--- config.mk ---
export PLATFORM = sky130hd
export DESIGN_NAME = spi_master
export DESIGN_NICKNAME = d
export VERILOG_FILES = /design/src/verilog/spi_master_pkg.sv /design/src/verilog/spi_master.sv
export VERILOG_INCLUDE_DIRS = /design/src /design/src/verilog
export SDC_FILE = /design/constraint.sdc
export NUM_CORES = 1
export LEC_CHECK = 0
export BUFFER_PORTS_ARGS = -buffer_cell sky130_fd_sc_hd__buf_2
export CAP_MARGIN = 15
export CELL_PAD_IN_SITES_DETAIL_PLACEMENT = 1
export CELL_PAD_IN_SITES_GLOBAL_PLACEMENT = 1
export CORE_ASPECT_RATIO = 1.4
export CORE_MARGIN = 4
export CORE_UTILIZATION = 31
export DETAILED_ROUTE_END_ITERATION = 12
export PLACE_DENSITY = 0.6
export SLEW_MARGIN = 25
export SYNTH_ARGS = -nofsm -noshare
export SYNTH_HDL_FRONTEND = slang
export SYNTH_SLANG_ARGS = --single-unit
--- constraint.sdc ---
create_clock -name SYS_CLK -period 7.2 [get_ports SYS_CLK]
set_input_delay 0.72 -clock SYS_CLK [delete_from_list [all_inputs] [get_ports SYS_CLK]]
set_output_delay 0.72 -clock SYS_CLK [all_outputs]
set_load 0.1 [all_outputs]
--- src/verilog/spi_master_map.svh ---
// offsets, field positions, reset values and timing counts of the serial master
`ifndef SPI_MASTER_MAP_SVH
`define SPI_MASTER_MAP_SVH
`define REG_CTRL 4'h0
`define REG_STATUS 4'h1
`define REG_MASK 4'h2
`define REG_WORDS 4'h3
`define REG_TXDATA 4'h4
`define REG_RXDATA 4'h5
`define REG_DIV 4'h6
`define CTRL_MODE_LO 0
`define CTRL_BITS_LO 4
`define CTRL_NSLV_LO 8
`define CTRL_STEP_BIT 12
`define ST_VALID_BIT 0
`define ST_OVERRUN_BIT 1
`define ST_BUSY_BIT 2
`define DIV_RESET 16'h0004
`define BITS_RESET 4'h7
`endif

--- src/verilog/spi_master_pkg.sv ---
// types shared by the serial master
package spi_master_pkg;
  typedef enum logic [1:0] {
    ST_IDLE = 2'b00,
    ST_SETUP = 2'b01,
    ST_SHIFT = 2'b10,
    ST_GAP = 2'b11
  } state_e;
  typedef struct packed {
    logic [3:0] addr;
    logic read;
    logic write;
    logic [31:0] wdata;
  } bus_req_s;
  typedef struct packed {
    logic clk;
    logic mosi;
  } link_out_s;
endpackage : spi_master_pkg

--- src/verilog/spi_master.sv ---
// multi-slave serial master with avalon register slave
//
// Functional notes
// - word length 1..16 bits, divisor sets rate
// - one select line per slave
// - selects active low
// - master alone drives shift clock
// - pulse count per step matches words*bits
// - shift on one edge, capture opposite
// - phase 1 presents data half cycle early
// - one slave per step, successive steps
// - full duplex per slave, wrap after last
// - valid once all slaves served
// - transmit vector ordered slave by slave
// - receive vector ordered same as transmit
// - step during transfer raises overrun
// - polarity selects idle clock level
// - mode 0..3 maps polarity/phase table
// - word count per slave separately set
//
// The placing of the registers and register access over Avalon-MM were left to the implementer.
`timescale 1ns/10ps
`include "spi_master_map.svh"
module spi_master #(
  parameter int NSLV = 4, // number of slave selects
  parameter int MAXW = 4, // words per slave max
  parameter int TOTW = 16 // total word buffer depth
) (
  input wire logic SYS_CLK, // system clock 100 MHz
  input wire logic RESET_N, // async active low reset
  input wire logic [3:0] ADDRESS, // word address
  input wire logic READ, // read strobe
  input wire logic WRITE, // write strobe
  input wire logic [31:0] WRITEDATA, // write data
  output logic [31:0] READDATA, // read data, registered
  output logic WAITREQUEST, // wait request
  output logic IRQ, // level interrupt
  output logic SHIFT_CLOCK, // shift clock to slaves
  output logic SERIAL_OUT_TO_SLAVE, // data to slaves
  input wire logic SERIAL_IN_FROM_SLAVE, // data from slaves
  output logic [NSLV-1:0] SLAVE_SELECT_N // per slave selects, active low
);
  // the packed word-count register holds four 4-bit fields, so at most four
  // slaves can be sequenced whatever NSLV says; TOTW bounds the sum of counts
  // and a larger sum wraps the buffer index silently
  localparam int IW = $clog2(TOTW); // buffer index width

  // word count of slave s from packed word register
  // slave 0 sits in the lowest nibble
  function automatic logic [3:0] words_of(input logic [31:0] w, input logic [1:0] s);
    words_of = w[s*4 +: 4];
  endfunction : words_of

  // start index of slave s in the concatenated vector
  // summed over the lower slaves only; an 8-bit accumulator holds the
  // worst case of three full counts without wrapping
  function automatic logic [IW-1:0] base_of(input logic [31:0] w, input logic [1:0] s);
    logic [7:0] acc;
    acc = 8'h00;
    for (int i = 0; i < 4; i++) begin
      if (2'(i) < s) acc = acc + {4'h0, w[i*4 +: 4]};
    end
    base_of = acc[IW-1:0];
  endfunction : base_of

  // storage and sequencer state; data-carrying outputs leave from registers
  // so the pins never glitch between edges
  spi_master_pkg::bus_req_s req; // bundled request
  spi_master_pkg::link_out_s lo_r; // registered link outputs
  spi_master_pkg::state_e state_r; // sequencer state
  logic [31:0] ctrl_r; // mode, bits, slave count
  logic [31:0] words_r; // per-slave word counts, 4 bits each
  logic [15:0] div_r; // half period in sys clocks
  logic [2:0] stat_r; // sticky valid/overrun, busy live
  logic [2:0] mask_r; // interrupt mask
  logic [15:0] txmem [TOTW]; // transmit words
  logic [15:0] rxmem [TOTW]; // receive words
  logic [IW-1:0] ptr_r; // software buffer pointer
  logic [1:0] slv_r; // current slave
  logic [IW-1:0] widx_r; // current word index
  logic [3:0] wcnt_r; // words left for this slave
  logic [4:0] bit_r; // bits left in word
  logic [15:0] sh_r; // shift register
  logic [15:0] cnt_r; // half period counter
  logic half_r; // 0 = leading half, 1 = trailing
  logic [NSLV-1:0] sel_n_r; // select register
  logic miso_s1_r; // sync stage 1
  logic miso_s2_r; // sync stage 2
  logic [31:0] rdata_r; // read data register
  logic ack_r; // answer cycle marker

  // bundle the bus pins once so every decoder below reads the same fields
  assign req = '{addr: ADDRESS, read: READ, write: WRITE, wdata: WRITEDATA};

  // decoded fields
  wire [1:0] mode = ctrl_r[`CTRL_MODE_LO +: 2];
  wire cpol = mode[1];
  wire cpha = ~mode[0];
  wire [3:0] bits_m1 = ctrl_r[`CTRL_BITS_LO +: 4];
  wire [1:0] nslv_m1 = ctrl_r[`CTRL_NSLV_LO +: 2];
  // a write lands at the edge where the master sees waitrequest low
  wire wr_take = req.write && ack_r; // write completes in the answer cycle
  wire rd_take = req.read && ~ack_r; // read data latched one cycle ahead of the answer
  wire step_wr = wr_take && req.addr == `REG_CTRL && req.wdata[`CTRL_STEP_BIT];
  wire busy = state_r != spi_master_pkg::ST_IDLE;
  wire [3:0] cur_words = words_of(words_r, slv_r);
  // one tick per half period of the shift clock
  wire tick = cnt_r == 16'h0000;
  wire last_bit = bit_r == 5'h01;
  wire last_word = wcnt_r == 4'h1;
  wire last_slave = slv_r == nslv_m1;
  wire step_done = state_r == spi_master_pkg::ST_GAP && tick;
  // status events, one bit per sticky flag
  wire ev_valid = step_done && last_slave;
  wire ev_overrun = step_wr && busy;
  wire [2:0] ev = {1'b0, ev_overrun, ev_valid};
  wire [2:0] st_view = {busy, stat_r[1:0]};
  wire clr_wr = wr_take && req.addr == `REG_STATUS;
  wire [15:0] rx_sample = {sh_r[14:0], miso_s2_r};
  wire [15:0] width_mask = 16'hffff >> (4'hf - bits_m1); // keeps the configured word length
  wire [15:0] rx_word = (cpha ? sh_r : rx_sample) & width_mask;
  // data goes out on leading edge when phase 0, half cycle early when phase 1
  wire lead_edge = state_r == spi_master_pkg::ST_SHIFT && tick && ~half_r;
  wire trail_edge = state_r == spi_master_pkg::ST_SHIFT && tick && half_r;

  // pins: waitrequest is the only output that follows the request directly,
  // the interrupt is a plain function of registered state
  assign WAITREQUEST = (req.read || req.write) && ~ack_r; // one wait cycle per access
  assign READDATA = rdata_r;
  assign IRQ = |(stat_r[1:0] & mask_r[1:0]);
  assign SHIFT_CLOCK = lo_r.clk;
  assign SERIAL_OUT_TO_SLAVE = lo_r.mosi;
  assign SLAVE_SELECT_N = sel_n_r;

  // input synchroniser, second stage only is read
  // the slave answers on edges of our shift clock, so its data is not
  // aligned to SYS_CLK; two stages cost two cycles of latency, which is
  // why a divisor of one or two leaves too little margin for capture
  always_ff @(posedge SYS_CLK or negedge RESET_N) begin
    if (!RESET_N) begin
      miso_s1_r <= 1'b0;
      miso_s2_r <= 1'b0;
    end else begin
      miso_s1_r <= SERIAL_IN_FROM_SLAVE;
      miso_s2_r <= miso_s1_r;
    end
  end

  // bus answer: registered, one cycle after request seen
  // waitrequest drops in the second cycle of every access; read data is
  // latched in the first cycle so it already stands at the edge where the
  // master sees waitrequest low, and the receive port pointer advances
  // exactly once per read access
  always_ff @(posedge SYS_CLK or negedge RESET_N) begin
    if (!RESET_N) begin
      ack_r <= 1'b0;
      rdata_r <= 32'h0000_0000;
    end else begin
      ack_r <= (req.read || req.write) && ~ack_r;
      if (rd_take) begin
        case (req.addr)
          `REG_CTRL: rdata_r <= {19'h0, 1'b0, ctrl_r[11:0]};
          `REG_STATUS: rdata_r <= {29'h0, st_view};
          `REG_MASK: rdata_r <= {29'h0, mask_r};
          `REG_WORDS: rdata_r <= words_r;
          `REG_TXDATA: rdata_r <= {16'h0, txmem[ptr_r]};
          `REG_RXDATA: rdata_r <= {16'h0, rxmem[ptr_r]};
          `REG_DIV: rdata_r <= {16'h0, div_r};
          default: rdata_r <= 32'h0000_0000; // unmapped reads zero
        endcase
      end
    end
  end

  // configuration registers and buffer pointer
  // writes land only at the edge where waitrequest is low, so a master that
  // holds its request through the answer cycle never lands a write twice;
  // the divisor refuses zero because a zero half period would wrap the
  // counter reload to 16'hffff and stretch every phase to 65536 clocks
  always_ff @(posedge SYS_CLK or negedge RESET_N) begin
    if (!RESET_N) begin
      ctrl_r <= {20'h0, 2'b00, 2'b00, `BITS_RESET, 4'h0};
      words_r <= 32'h0000_1111;
      div_r <= `DIV_RESET;
      mask_r <= 3'h0;
      ptr_r <= '0;
    end else if (wr_take) begin
      case (req.addr)
        `REG_CTRL: ctrl_r <= {20'h0, req.wdata[11:0]};
        `REG_MASK: mask_r <= req.wdata[2:0];
        `REG_WORDS: words_r <= req.wdata;
        `REG_DIV: div_r <= (req.wdata[15:0] == 16'h0000) ? 16'h0001 : req.wdata[15:0];
        // the pointer is shared: software rewinds it through the receive port
        `REG_TXDATA: ptr_r <= ptr_r + IW'(1);
        `REG_RXDATA: ptr_r <= req.wdata[IW-1:0]; // writing rx port sets pointer
        default: ;
      endcase
    end else if (rd_take && req.addr == `REG_RXDATA) begin
      ptr_r <= ptr_r + IW'(1);
    end
  end

  // transmit buffer, written in slave-by-slave order
  // no reset on the buffers: they are plain storage that software fills
  // before a step; a step on an unfilled buffer sends whatever is there
  always_ff @(posedge SYS_CLK) begin
    if (wr_take && req.addr == `REG_TXDATA) txmem[ptr_r] <= req.wdata[15:0];
  end

  // receive buffer, each word stored at its concatenated index
  // the word is trimmed to the configured length so stale transmit bits
  // left in the upper part of the shift register never reach software
  always_ff @(posedge SYS_CLK) begin
    if (trail_edge && last_bit) rxmem[widx_r] <= rx_word;
  end

  // sticky status: set beats clear
  // valid and overrun are cleared by writing one; an event in the same
  // cycle as its clear is kept, so software never loses an event that
  // lands while it is acknowledging the previous one
  always_ff @(posedge SYS_CLK or negedge RESET_N) begin
    if (!RESET_N) stat_r <= 3'h0;
    else stat_r <= (stat_r & ~(clr_wr ? req.wdata[2:0] : 3'h0)) | ev;
  end

  // sequencer: one slave per step, then advance and wrap
  // the half period counter runs free and is reloaded when a step begins,
  // so every phase of a step lasts exactly div_r system clocks; setup keeps
  // the select low one half period before the first edge, and the gap keeps
  // it low one half period after the last one, which gives a phase 1 slave
  // time to present its first bit and a phase 0 slave time to take its last
  always_ff @(posedge SYS_CLK or negedge RESET_N) begin
    if (!RESET_N) begin
      state_r <= spi_master_pkg::ST_IDLE;
      slv_r <= 2'b00;
      widx_r <= '0;
      wcnt_r <= 4'h0;
      bit_r <= 5'h00;
      sh_r <= 16'h0000;
      cnt_r <= 16'h0000;
      half_r <= 1'b0;
      sel_n_r <= '1;
      // shift clock parks low until idle reads the polarity
      lo_r <= '{clk: 1'b0, mosi: 1'b0};
    end else begin
      cnt_r <= tick ? div_r - 16'h0001 : cnt_r - 16'h0001;
      case (state_r)
        // idle: clock parked at the polarity level, every select high
        spi_master_pkg::ST_IDLE: begin
          lo_r.clk <= cpol;
          sel_n_r <= '1;
          if (step_wr) begin // a step while busy is refused, only flagged
            state_r <= spi_master_pkg::ST_SETUP;
            widx_r <= base_of(words_r, slv_r);
            wcnt_r <= cur_words;
            cnt_r <= div_r - 16'h0001;
          end
        end
        // setup: select the slave and present the first bit
        spi_master_pkg::ST_SETUP: if (tick) begin
          sel_n_r <= ~(NSLV'(1) << slv_r);
          sh_r <= txmem[widx_r] << (4'hf - bits_m1);
          lo_r.mosi <= txmem[widx_r][bits_m1]; // msb first
          bit_r <= {1'b0, bits_m1} + 5'h01;
          half_r <= 1'b0;
          state_r <= (wcnt_r == 4'h0) ? spi_master_pkg::ST_GAP : spi_master_pkg::ST_SHIFT;
        end
        // shift: one clock toggle per half period
        spi_master_pkg::ST_SHIFT: if (tick) begin
          lo_r.clk <= ~lo_r.clk;
          half_r <= ~half_r;
          if (lead_edge) begin
            // phase 1: leading edge captures; phase 0: leading edge presents the bit
            if (cpha) sh_r <= rx_sample;
            else lo_r.mosi <= sh_r[15];
          end else begin
            if (!cpha) sh_r <= rx_sample;
            bit_r <= bit_r - 5'h01;
            if (last_bit) begin
              if (last_word) state_r <= spi_master_pkg::ST_GAP;
              else begin
                widx_r <= widx_r + IW'(1);
                wcnt_r <= wcnt_r - 4'h1;
                sh_r <= txmem[widx_r + IW'(1)] << (4'hf - bits_m1);
                lo_r.mosi <= txmem[widx_r + IW'(1)][bits_m1];
                bit_r <= {1'b0, bits_m1} + 5'h01;
              end
            end else if (cpha) lo_r.mosi <= sh_r[15];
          end
        end
        // gap: release the select and move to the next slave
        spi_master_pkg::ST_GAP: if (tick) begin
          sel_n_r <= '1;
          slv_r <= last_slave ? 2'b00 : slv_r + 2'b01;
          state_r <= spi_master_pkg::ST_IDLE;
        end
        default: state_r <= spi_master_pkg::ST_IDLE;
      endcase
    end
  end
endmodule : spi_master

; Word level (Yosys, flattened, before mapping)
; Memories as Yosys holds them, arrays and structs flattened.
; Index checks and enable logic that the tools add are counted.
[totals]
output_inout_bits = 40
ff_bits = 161
memories = 2
mem_bits_rw = 512
[op_classes]
n_eq_ne = 25
reduce_logical = 41
bitwise = 9
shift = 5
order_cmp = 5
n_addsub = 12
muxes = 78
[memory_table]
columns = memory, depth, width, read_ports, rd_ports_with_merged_regs, wr, line_no
row1 = rxmem, 16, 16, 1, 0, 1, spi_master.sv:77  ; logic [15:0] rxmem [TOTW];
row2 = txmem, 16, 16, 3, 0, 1, spi_master.sv:76  ; logic [15:0] txmem [TOTW];
[ops]
columns = cell, count
row1 = 32-bit one-hot mux with 7 select lines, 1
row2 = 16-bit 2-to-1 mux, 11
row3 = 4-bit 2-to-1 mux, 24
row4 = 16-bit zero test, 2
row5 = 16-bit one-hot mux with 2 select lines, 1
row6 = 32-bit by 5-bit indexed part select with 4-bit output, 1
row7 = 16-bit by 4-bit left shift with 16-bit output, 2
row8 = "16-bit by 1-bit subtractor with 16-bit output, second input constant", 2
row9 = 5-bit 2-to-1 mux, 5
row10 = 4-bit one-hot mux with 2 select lines, 3
row11 = 2-bit 2-to-1 mux, 9
row12 = 16-bit AND, 1
row13 = "2-bit != test, second input constant", 8
row14 = "16-bit by 4-bit >> shifter with 16-bit output, first input constant", 1
row15 = 1-bit logical AND, 15
row16 = 1-bit 2-to-1 mux, 15
row17 = 2-bit AND reduction, 7
row18 = 4-bit adder, 3
row19 = "4-bit by 3-bit equality test with 1-bit output, second input constant", 3
row20 = 4-bit one-hot mux with 3 select lines, 1
row21 = 6-bit AND reduction, 2
row22 = 5-bit one-hot mux with 2 select lines, 1
row23 = "4-bit by 1-bit adder with 4-bit output, second input constant", 2
row24 = 1-bit binary-select mux with 4-bit select, 2
row25 = other kinds (36), 53

; Longest topological paths before layout
; Gate-level depths: netlist of the first run.
[logic_depth]
ltp_word = 17
mapped_depth = 18
depth_no_buf = 15

; Worst setup path after synthesis of the first run
; OpenSTA, ideal clock, no wires.
[synth_timing]
kind = reg-to-reg
startpoint = register widx_r[1]
endpoint = register sh_r[13]
period_less_slack_ns = 4.200
path_buffers = 6
arrival_ns = 4.061
setup_ns = 0.139
required_ns = 7.061
path_stages_with_launch = 16
path_slack_ns = 3.000
cell_sequence = dfrtp_1 -> buf_2 -> buf_2 -> buf_2 -> buf_2 -> inv_1 -> ha_1 -> buf_6 -> buf_6 -> mux4_2 -> mux4_2 -> mux2_4 -> a221oi_2 -> o21ai_1 -> a2111oi_2 -> o32ai_1
[synth_between]
elab_chain_len = 8
word_cells_on_any_way = 10
classes_between = add/sub (1) / shift (2) / mux (6) / memory (1)
[synth_lines]
columns = element, line_no
row1 = start: declaration, spi_master.sv:80  ; logic [IW-1:0] widx_r;
row2 = start signal: assignment, spi_master.sv:254  ; widx_r <= base_of(words_r, slv_r);
row3 = start signal: assignment, spi_master.sv:282  ; widx_r <= widx_r + IW'(1);
row4 = 4-bit by 1-bit adder with 4-bit output, spi_master.sv:284  ; sh_r <= txmem[widx_r + IW'(1)] << (4'hf - bits_m1);
row5 = memory 16 x 16 bit (*), --
row6 = 16-bit by 4-bit left shift with 16-bit output, spi_master.sv:284
row7 = 16-bit 2-to-1 mux, spi_master.sv:280  ; if (last_word) state_r <= spi_master_pkg::ST_GAP;
row8 = 16-bit 2-to-1 mux, spi_master.sv:279  ; if (last_bit) begin
row9 = 16-bit 2-to-1 mux, spi_master.sv:272  ; if (lead_edge) begin
row10 = 16-bit 2-to-1 mux, spi_master.sv:269  ; spi_master_pkg::ST_SHIFT: if (tick) begin
row11 = 16-bit one-hot mux with 2 select lines (*), spi_master.sv:247  ; case (state_r)
row12 = end signal: assignment, spi_master.sv:274  ; if (cpha) sh_r <= rx_sample;
row13 = end signal: assignment, spi_master.sv:277  ; if (!cpha) sh_r <= rx_sample;
row14 = end signal: assignment, spi_master.sv:284
row15 = end: declaration, spi_master.sv:83  ; logic [15:0] sh_r;
; Every way passes the cells marked *; elsewhere a longest branch is shown, timed or not. The select of a mux whose other input is x is not followed.
; A chain may end at the register's enable or synchronous reset.

; Final worst setup path of the first run
[layout_timing]
startpoint = register widx_r[0]
endpoint = register sh_r[9]
; Same word-level chain as after synthesis.

==> results of run 1 <==
-- worst max-delay path: stages, from the launching register on --
cell and delay, ns:
dfrtp_4 0.76, inv_1 0.18, ha_4 0.87, buf_4 0.44, mux4_2 0.56, mux2i_1 0.15
mux2i_1 0.27, a32o_1 0.34, a41oi_1 0.26, o21ai_1 0.11, a221o_1 0.36, a32o_1 0.26
-- power by group --
part	internal, mW	switching, mW
clock network	2.18	1.63
logic	0.866	1.21
registers	4.27	0.237
total	7.32	3.08
-- final cells by class --
type | count | area (um2)
Fill cell | 11000 | 70100
Sequential cell | 672 | 19400
Multi-Input combinational cell | 1329 | 14100
Tap cell | 1450 | 1810
Clock buffer | 83 | 1790
Timing Repair Buffer | 150 | 967
Clock inverter | 44 | 602
Inverter | 33 | 124
-- flip-flops by register name, indices dropped and copies added, names as in the netlist, 3 cells and up --
signal / cells
rxmem: 256
ctrl_r: 12
txmem: 256
cnt_r: 16
bit_r: 5
mask_r: 3
widx_r: 4
words_r: 32
div_r: 16
READDATA: 32
ptr_r: 4
wcnt_r: 4
sh_r: 16
SLAVE_SELECT_N: 4
-- cell usage after synthesis (11+ instances only) --
cell	instances	area, um2
clkbuf_1	90	338
nor2b_1	16	100
mux4_2	290	6530
a22oi_1	22	165
a31oi_1	12	75.1
xnor2_1	24	210
inv_1	29	109
ha_1	35	438
o211ai_1	11	82.6
mux2i_1	125	1250
dfstp_2	12	315
nor3_1	43	215
nor2_1	128	480
o22ai_1	14	87.6
dfrtp_1	148	3700
nor4_1	11	68.8
nand3_1	25	125
or3_1	12	75.1
buf_2	22	110
a22o_1	24	210
o21ai_0	78	390
buf_1	25	93.8
mux2_2	77	867
nand2_1	139	522
a21oi_1	61	305
a222oi_1	13	130
a21o_1	11	82.6
buf_4	11	82.6
edfxtp_1	512	15400
nand2b_1	11	68.8
-- stage by stage --
step | hold WS [ns] | setup slack, ns | total power, mW | util, % | cells
final | 0.139 | 2.44 | 10.4 | 35.7 | 3761
after CTS | 0.181 | 2.41 | 10.5 | 35.6 | 3761
after global placement | 0.343 | 2.54 | 6.64 | 33.4 | 3633
after floorplan | 0.331 | 3.00 | 5.92 | - | 2191
after detailed placement | 0.346 | 2.43 | 6.68 | 33.4 | 3634
after global routing | 0.180 | 2.21 | 10.8 | 35.7 | 3761
-- kinds of logic after synthesis --
group	count (synthesis)	synth area share, %
DFF	672	56.9
AOI/OAI and AO/OA	330	6.64
muxes	499	25.8
and+or+nand+nor	426	5.74
buffers and inverters	190	2.50
adders and majority gates	37	1.40
xor gates and xnor gates	37	1.05
-- routing by layer --
layer  GRT usage, %  vias to the layer above  share of wire (%)  routed length [um]
met5              0                        -                  0                   0
met4           9.91                        0                5.4                6190
met3           2.36                      222                4.8                5460
met2           35.0                      820                 53               60100
met1           22.9                    11700                 37               42400
li1               -                     8980                  -                   -
-- how the worst max path moves through the flow --
stage | from | to | cells after the start
after floorplan | widx_r[1]$_DFFE_PN0P_ | sh_r[13]$_DFFE_PN0P_ | 15
after global placement | widx_r[0]$_DFFE_PN0P_ | sh_r[14]$_DFFE_PN0P_ | 10
after detailed placement | widx_r[0]$_DFFE_PN0P_ | sh_r[14]$_DFFE_PN0P_ | 10
after CTS | widx_r[0]$_DFFE_PN0P_ | sh_r[14]$_DFFE_PN0P_ | 10
after global routing | widx_r[0]$_DFFE_PN0P_ | sh_r[13]$_DFFE_PN0P_ | 10
final | widx_r[0]$_DFFE_PN0P_ | sh_r[9]$_DFFE_PN0P_ | 11
==> results.ini, run 1 <==
[critical_path]
r2r_start=widx_r[0]$_DFFE_PN0P_
crit_fanout=48
worst-r2r-cell-count=11
cp.arrival_ns=5.30
setup.worst_path.start_class=flop
ff2ff_setup_slack_ns=2.44
worstSetupEndpointType=flop
r2r_end=sh_r[9]$_DFFE_PN0P_
worstPathRequired_ns=7.74
crit_type=reg -> reg

[clock_network]
cts.sinks=672
cts_root_buffer=clkbuf_16
postCtsHoldBufs=0
post_cts_resized=0
clk_pin_slew_ns=0.06
cts_max_level=3
cts_buffers=69
post_cts_buffers=0
clk_latency_ns=0.67
cts.path.max_buffers=3
cts_tree=built

[outcome]
status=finished clean

[floorplanning]
initial_utilization_pct=31.3
io-pin-count=81
die_w_um=288
core_area_um2=109000
die_y_um=400
die-area_um2=115000
rows=143

[yosys]
syn-num-nets=2269
yosysWarnings=0
synth_ff_type=edfxtp_1
syn_avg_cell_area_um2=15.6
synth-seq-cells=672
synth-edff-count=512
netlist_instances=2191
yosysSeqAreaShare_pct=56.9
ys_types=85
async_reset_ff_share_pct=23.8
synth_area_um2=34100

[drt]
ant_nets=0
drt_first_pass_iters=5
viasPerCell=5.77
post_drt_wl_per_cell_um=30.4
routed_wl_um=114000
num_vias=21700
drt_first_iter_violations=2069
drc_errors=0

[sta]
min_period_ns=4.76
max_slew.worst_pin.slew_ns=1.10
fmax_mhz=210
slew_headroom_pct=26.3
rsz0062_at_grt=no
fin_setup_tns_ns=0
setup_viol=0
hold_viol_final=0
slew_viol_final=0
finalCritPeriodShare_pct=66.1
fin_skew_ns=0.0337

[layout]
drive_above_1_share_pct=30.8
final_cell_mix=512 x edfxtp_1, 290 x mux4_2, 141 x dfrtp_1, 139 x nand2_1, 125 x mux2i_1
antenna-diode-count=0
finalInstanceArea_um2=38900
fin_nets=2333
area.growth.synth_to_final_pct=13.9
final_common_cell=edfxtp_1

[place]
place_congestion=0.924
hpwlAfterDp_um=78800
portBuffers=80
postPlaceCellArea_um2=36400

[power_and_ir_drop]
ir_drop_uv=176
p_leak_nw=12.6
power_density_nw_per_um2=268

[global_route]
overflow=0
grt_max_degree=101
first_global_vias=23300
antenna_found_initial=2
track_usage_pct=19.5
grt_first_pass_wirelength_um=165000

[run]
drv_cap=0

[hold_path]
hold_path_class=in -> async

Power figures use the tool's default switching activity.
==> run 2, diff against run 1 <==
==> constraint.sdc (replaced) <==
create_clock -name SYS_CLK -period 4.8 [get_ports SYS_CLK]
set_input_delay 0.48 -clock SYS_CLK [delete_from_list [all_inputs] [get_ports SYS_CLK]]
set_output_delay 0.48 -clock SYS_CLK [all_outputs]
set_load 0.1 [all_outputs]
==> run 2 against run 1 <==
Effect of this change:
- core utilization rose by 0.25 points
- clock power rose by 51%
- non-clock buffer count rose by 33
- sequential share of layout area fell by 0.35 points
- via count rose by 0.84%
- clock skew rose by 0.0036 ns
- hold slack got worse by 0.071 ns
- power rose by 51%
- critical path type unchanged
- final area rose by 0.70%
- critical path depth fell by 2
==> results.ini, run 2 (synthesis gave the netlist of run 1 again) <==
[outcome]
status=finished clean

[critical_path]
r2r_start=widx_r[1]$_DFFE_PN0P_
worstPathCellList=buf_12 > mux4_2 > mux2i_1 > o22a_1 > o211ai_1 > a221oi_1 > nand3_1 > a32oi_1 > o21ai_1
startpoint=widx_r[1]$_DFFE_PN0P_
worstSetupEndpointType=flop
cp_num_buf_inv=1
worstPathRequired_ns=5.32
crit_fanout=80
setup.worst_path.start_class=flop
crit_slowest_cell=a221oi_1
slowest_delay_ns=0.60
cp.arrival_ns=4.46
path_delay_family=compound AO/OA/AOI/OAI gates
crit_type=reg -> reg

[floorplanning]
die-area_um2=115000
die_w_um=288
io-pin-count=81
die_y_um=400
rows=143
core_area_um2=109000
initial_utilization_pct=31.3

[drt]
ant_nets=0
drt_first_iter_violations=1943
viasPerCell=5.76
routed_wl_um=116000
drt_first_pass_iters=7
drc_errors=0
num_vias=21900
post_drt_wl_per_cell_um=30.5

[layout]
drive_above_1_share_pct=31.7
utilization_pct=35.9
final_common_cell=edfxtp_1
final_cell_mix=512 x edfxtp_1, 290 x mux4_2, 141 x dfrtp_1, 139 x nand2_1, 125 x mux2i_1
finalInstanceArea_um2=39100
fin_nets=2366
reg_top3=rxmem x256, txmem x256
area.growth.synth_to_final_pct=14.7

[sta]
max_slew.worst_pin.slew_ns=1.06
rsz0062_at_grt=no
fin_skew_ns=0.0373
fin_setup_tns_ns=0
hold_viol_final=0
slew_viol_final=0
min_period_ns=3.94
setup_viol=0
slew_headroom_pct=28.9
finalCritPeriodShare_pct=82.1
fmax_mhz=254

[clock_network]
clk_latency_ns=0.65
post_cts_buffers=0
cts_buffers=69
cts.sinks=672
cts.path.max_buffers=3
post_cts_resized=0
cts_root_buffer=clkbuf_16
clk_pin_slew_ns=0.07
cts_tree=built
cts_max_level=3

[place]
hpwlAfterDp_um=80000
portBuffers=80
postPlaceCellArea_um2=36700
place_congestion=0.909

[global_route]
track_usage_pct=19.9
grt_max_degree=85
antenna_found_initial=3
overflow=0
first_global_vias=23400
grt_first_pass_wirelength_um=169000

[run]
drv_cap=0

[power_and_ir_drop]
p_leak_nw=12.8
power_density_nw_per_um2=402
ir_drop_uv=261
total_power_mw=15.7

[hold_path]
hold_path_class=in -> reg
min_from=WRITEDATA[24]

-- run 2: cell count changes in the layout (fill, tap and decap cells not counted), sizes merged --
cell | previous run | this run
diode | 0 | 1
clkinvlp | 2 | 7
clkinv | 30 | 25
inv | 35 | 34
dlygate4sd3 | 0 | 2
buf | 149 | 181
-- run 2: cell type report --
type	count	area, um2
antenna	1	2.50
clock buffer	84	1870
clock inverter	43	551
fill	11000	69800
inverter	33	124
multi-input combinational	1329	14000
sequential	672	19400
tap	1450	1810
timing repair buffer	183	1310
-- run 2: timing repair --
item                       CTS  global route
hold endpoints to repair    80             0
setup endpoints to repair    0             0
hold buffers                 2             0
-- run 2: through the flow --
step / hold WS [ns] / std cells / setup WS [ns]
final: 0.0676 / 3795 / 0.859
after global routing: 0.0513 / 3794 / 0.573
after CTS: 0.0155 / 3794 / 0.809
after detailed placement: 0.339 / 3665 / 0.836
after global placement: 0.337 / 3665 / 0.852
after floorplan: 0.184 / 2191 / 0.600
-- run 2: where the power goes --
group / internal, mW / leakage [nW] / switching (mW) / total, mW
logic: 1.35 / 5.45 / 1.76 / 3.11
clock network: 3.35 / 1.16 / 2.41 / 5.77
registers: 6.41 / 6.19 / 0.439 / 6.85
total: 11.1 / 12.8 / 4.61 / 15.7
-- run 2: worst reg2reg max path, delay by kind of cell, from the launching register on --
| family | cells | cell delay [ns] |
|---|---|---|
| compound gates | 5 | 1.39 |
| buf+inv | 1 | 0.44 |
| flops | 1 | 0.42 |
| mux | 2 | 1.27 |
| simple gates | 1 | 0.29 |
-- run 2: path summary, 6_finish.rpt --
path / slack (ns) / cells after the start / to
setup / recovery: 0.86 / 9 / sh_r[15]$_DFFE_PN0P_
hold / removal: 0.07 / 2 / words_r[24]$_DFFE_PN0P_
setup reg to reg: 0.86 / 9 / sh_r[15]$_DFFE_PN0P_
hold reg to reg: 0.36 / 0 / miso_s2_r$_DFF_PN0_
max in group asynchronous: 3.34 / 3 / widx_r[1]$_DFFE_PN0P_
min in group asynchronous: 0.44 / 2 / READDATA[15]$_DFFE_PN0P_
-- run 2: routing by layer --
layer	GRT usage [%]	vias to the layer above	part of all wire, %
met5	0	-	0
met4	9.77	0	5.6
met3	2.33	238	4.7
met2	36.0	823	53
met1	23.3	11700	37
li1	-	9079	-
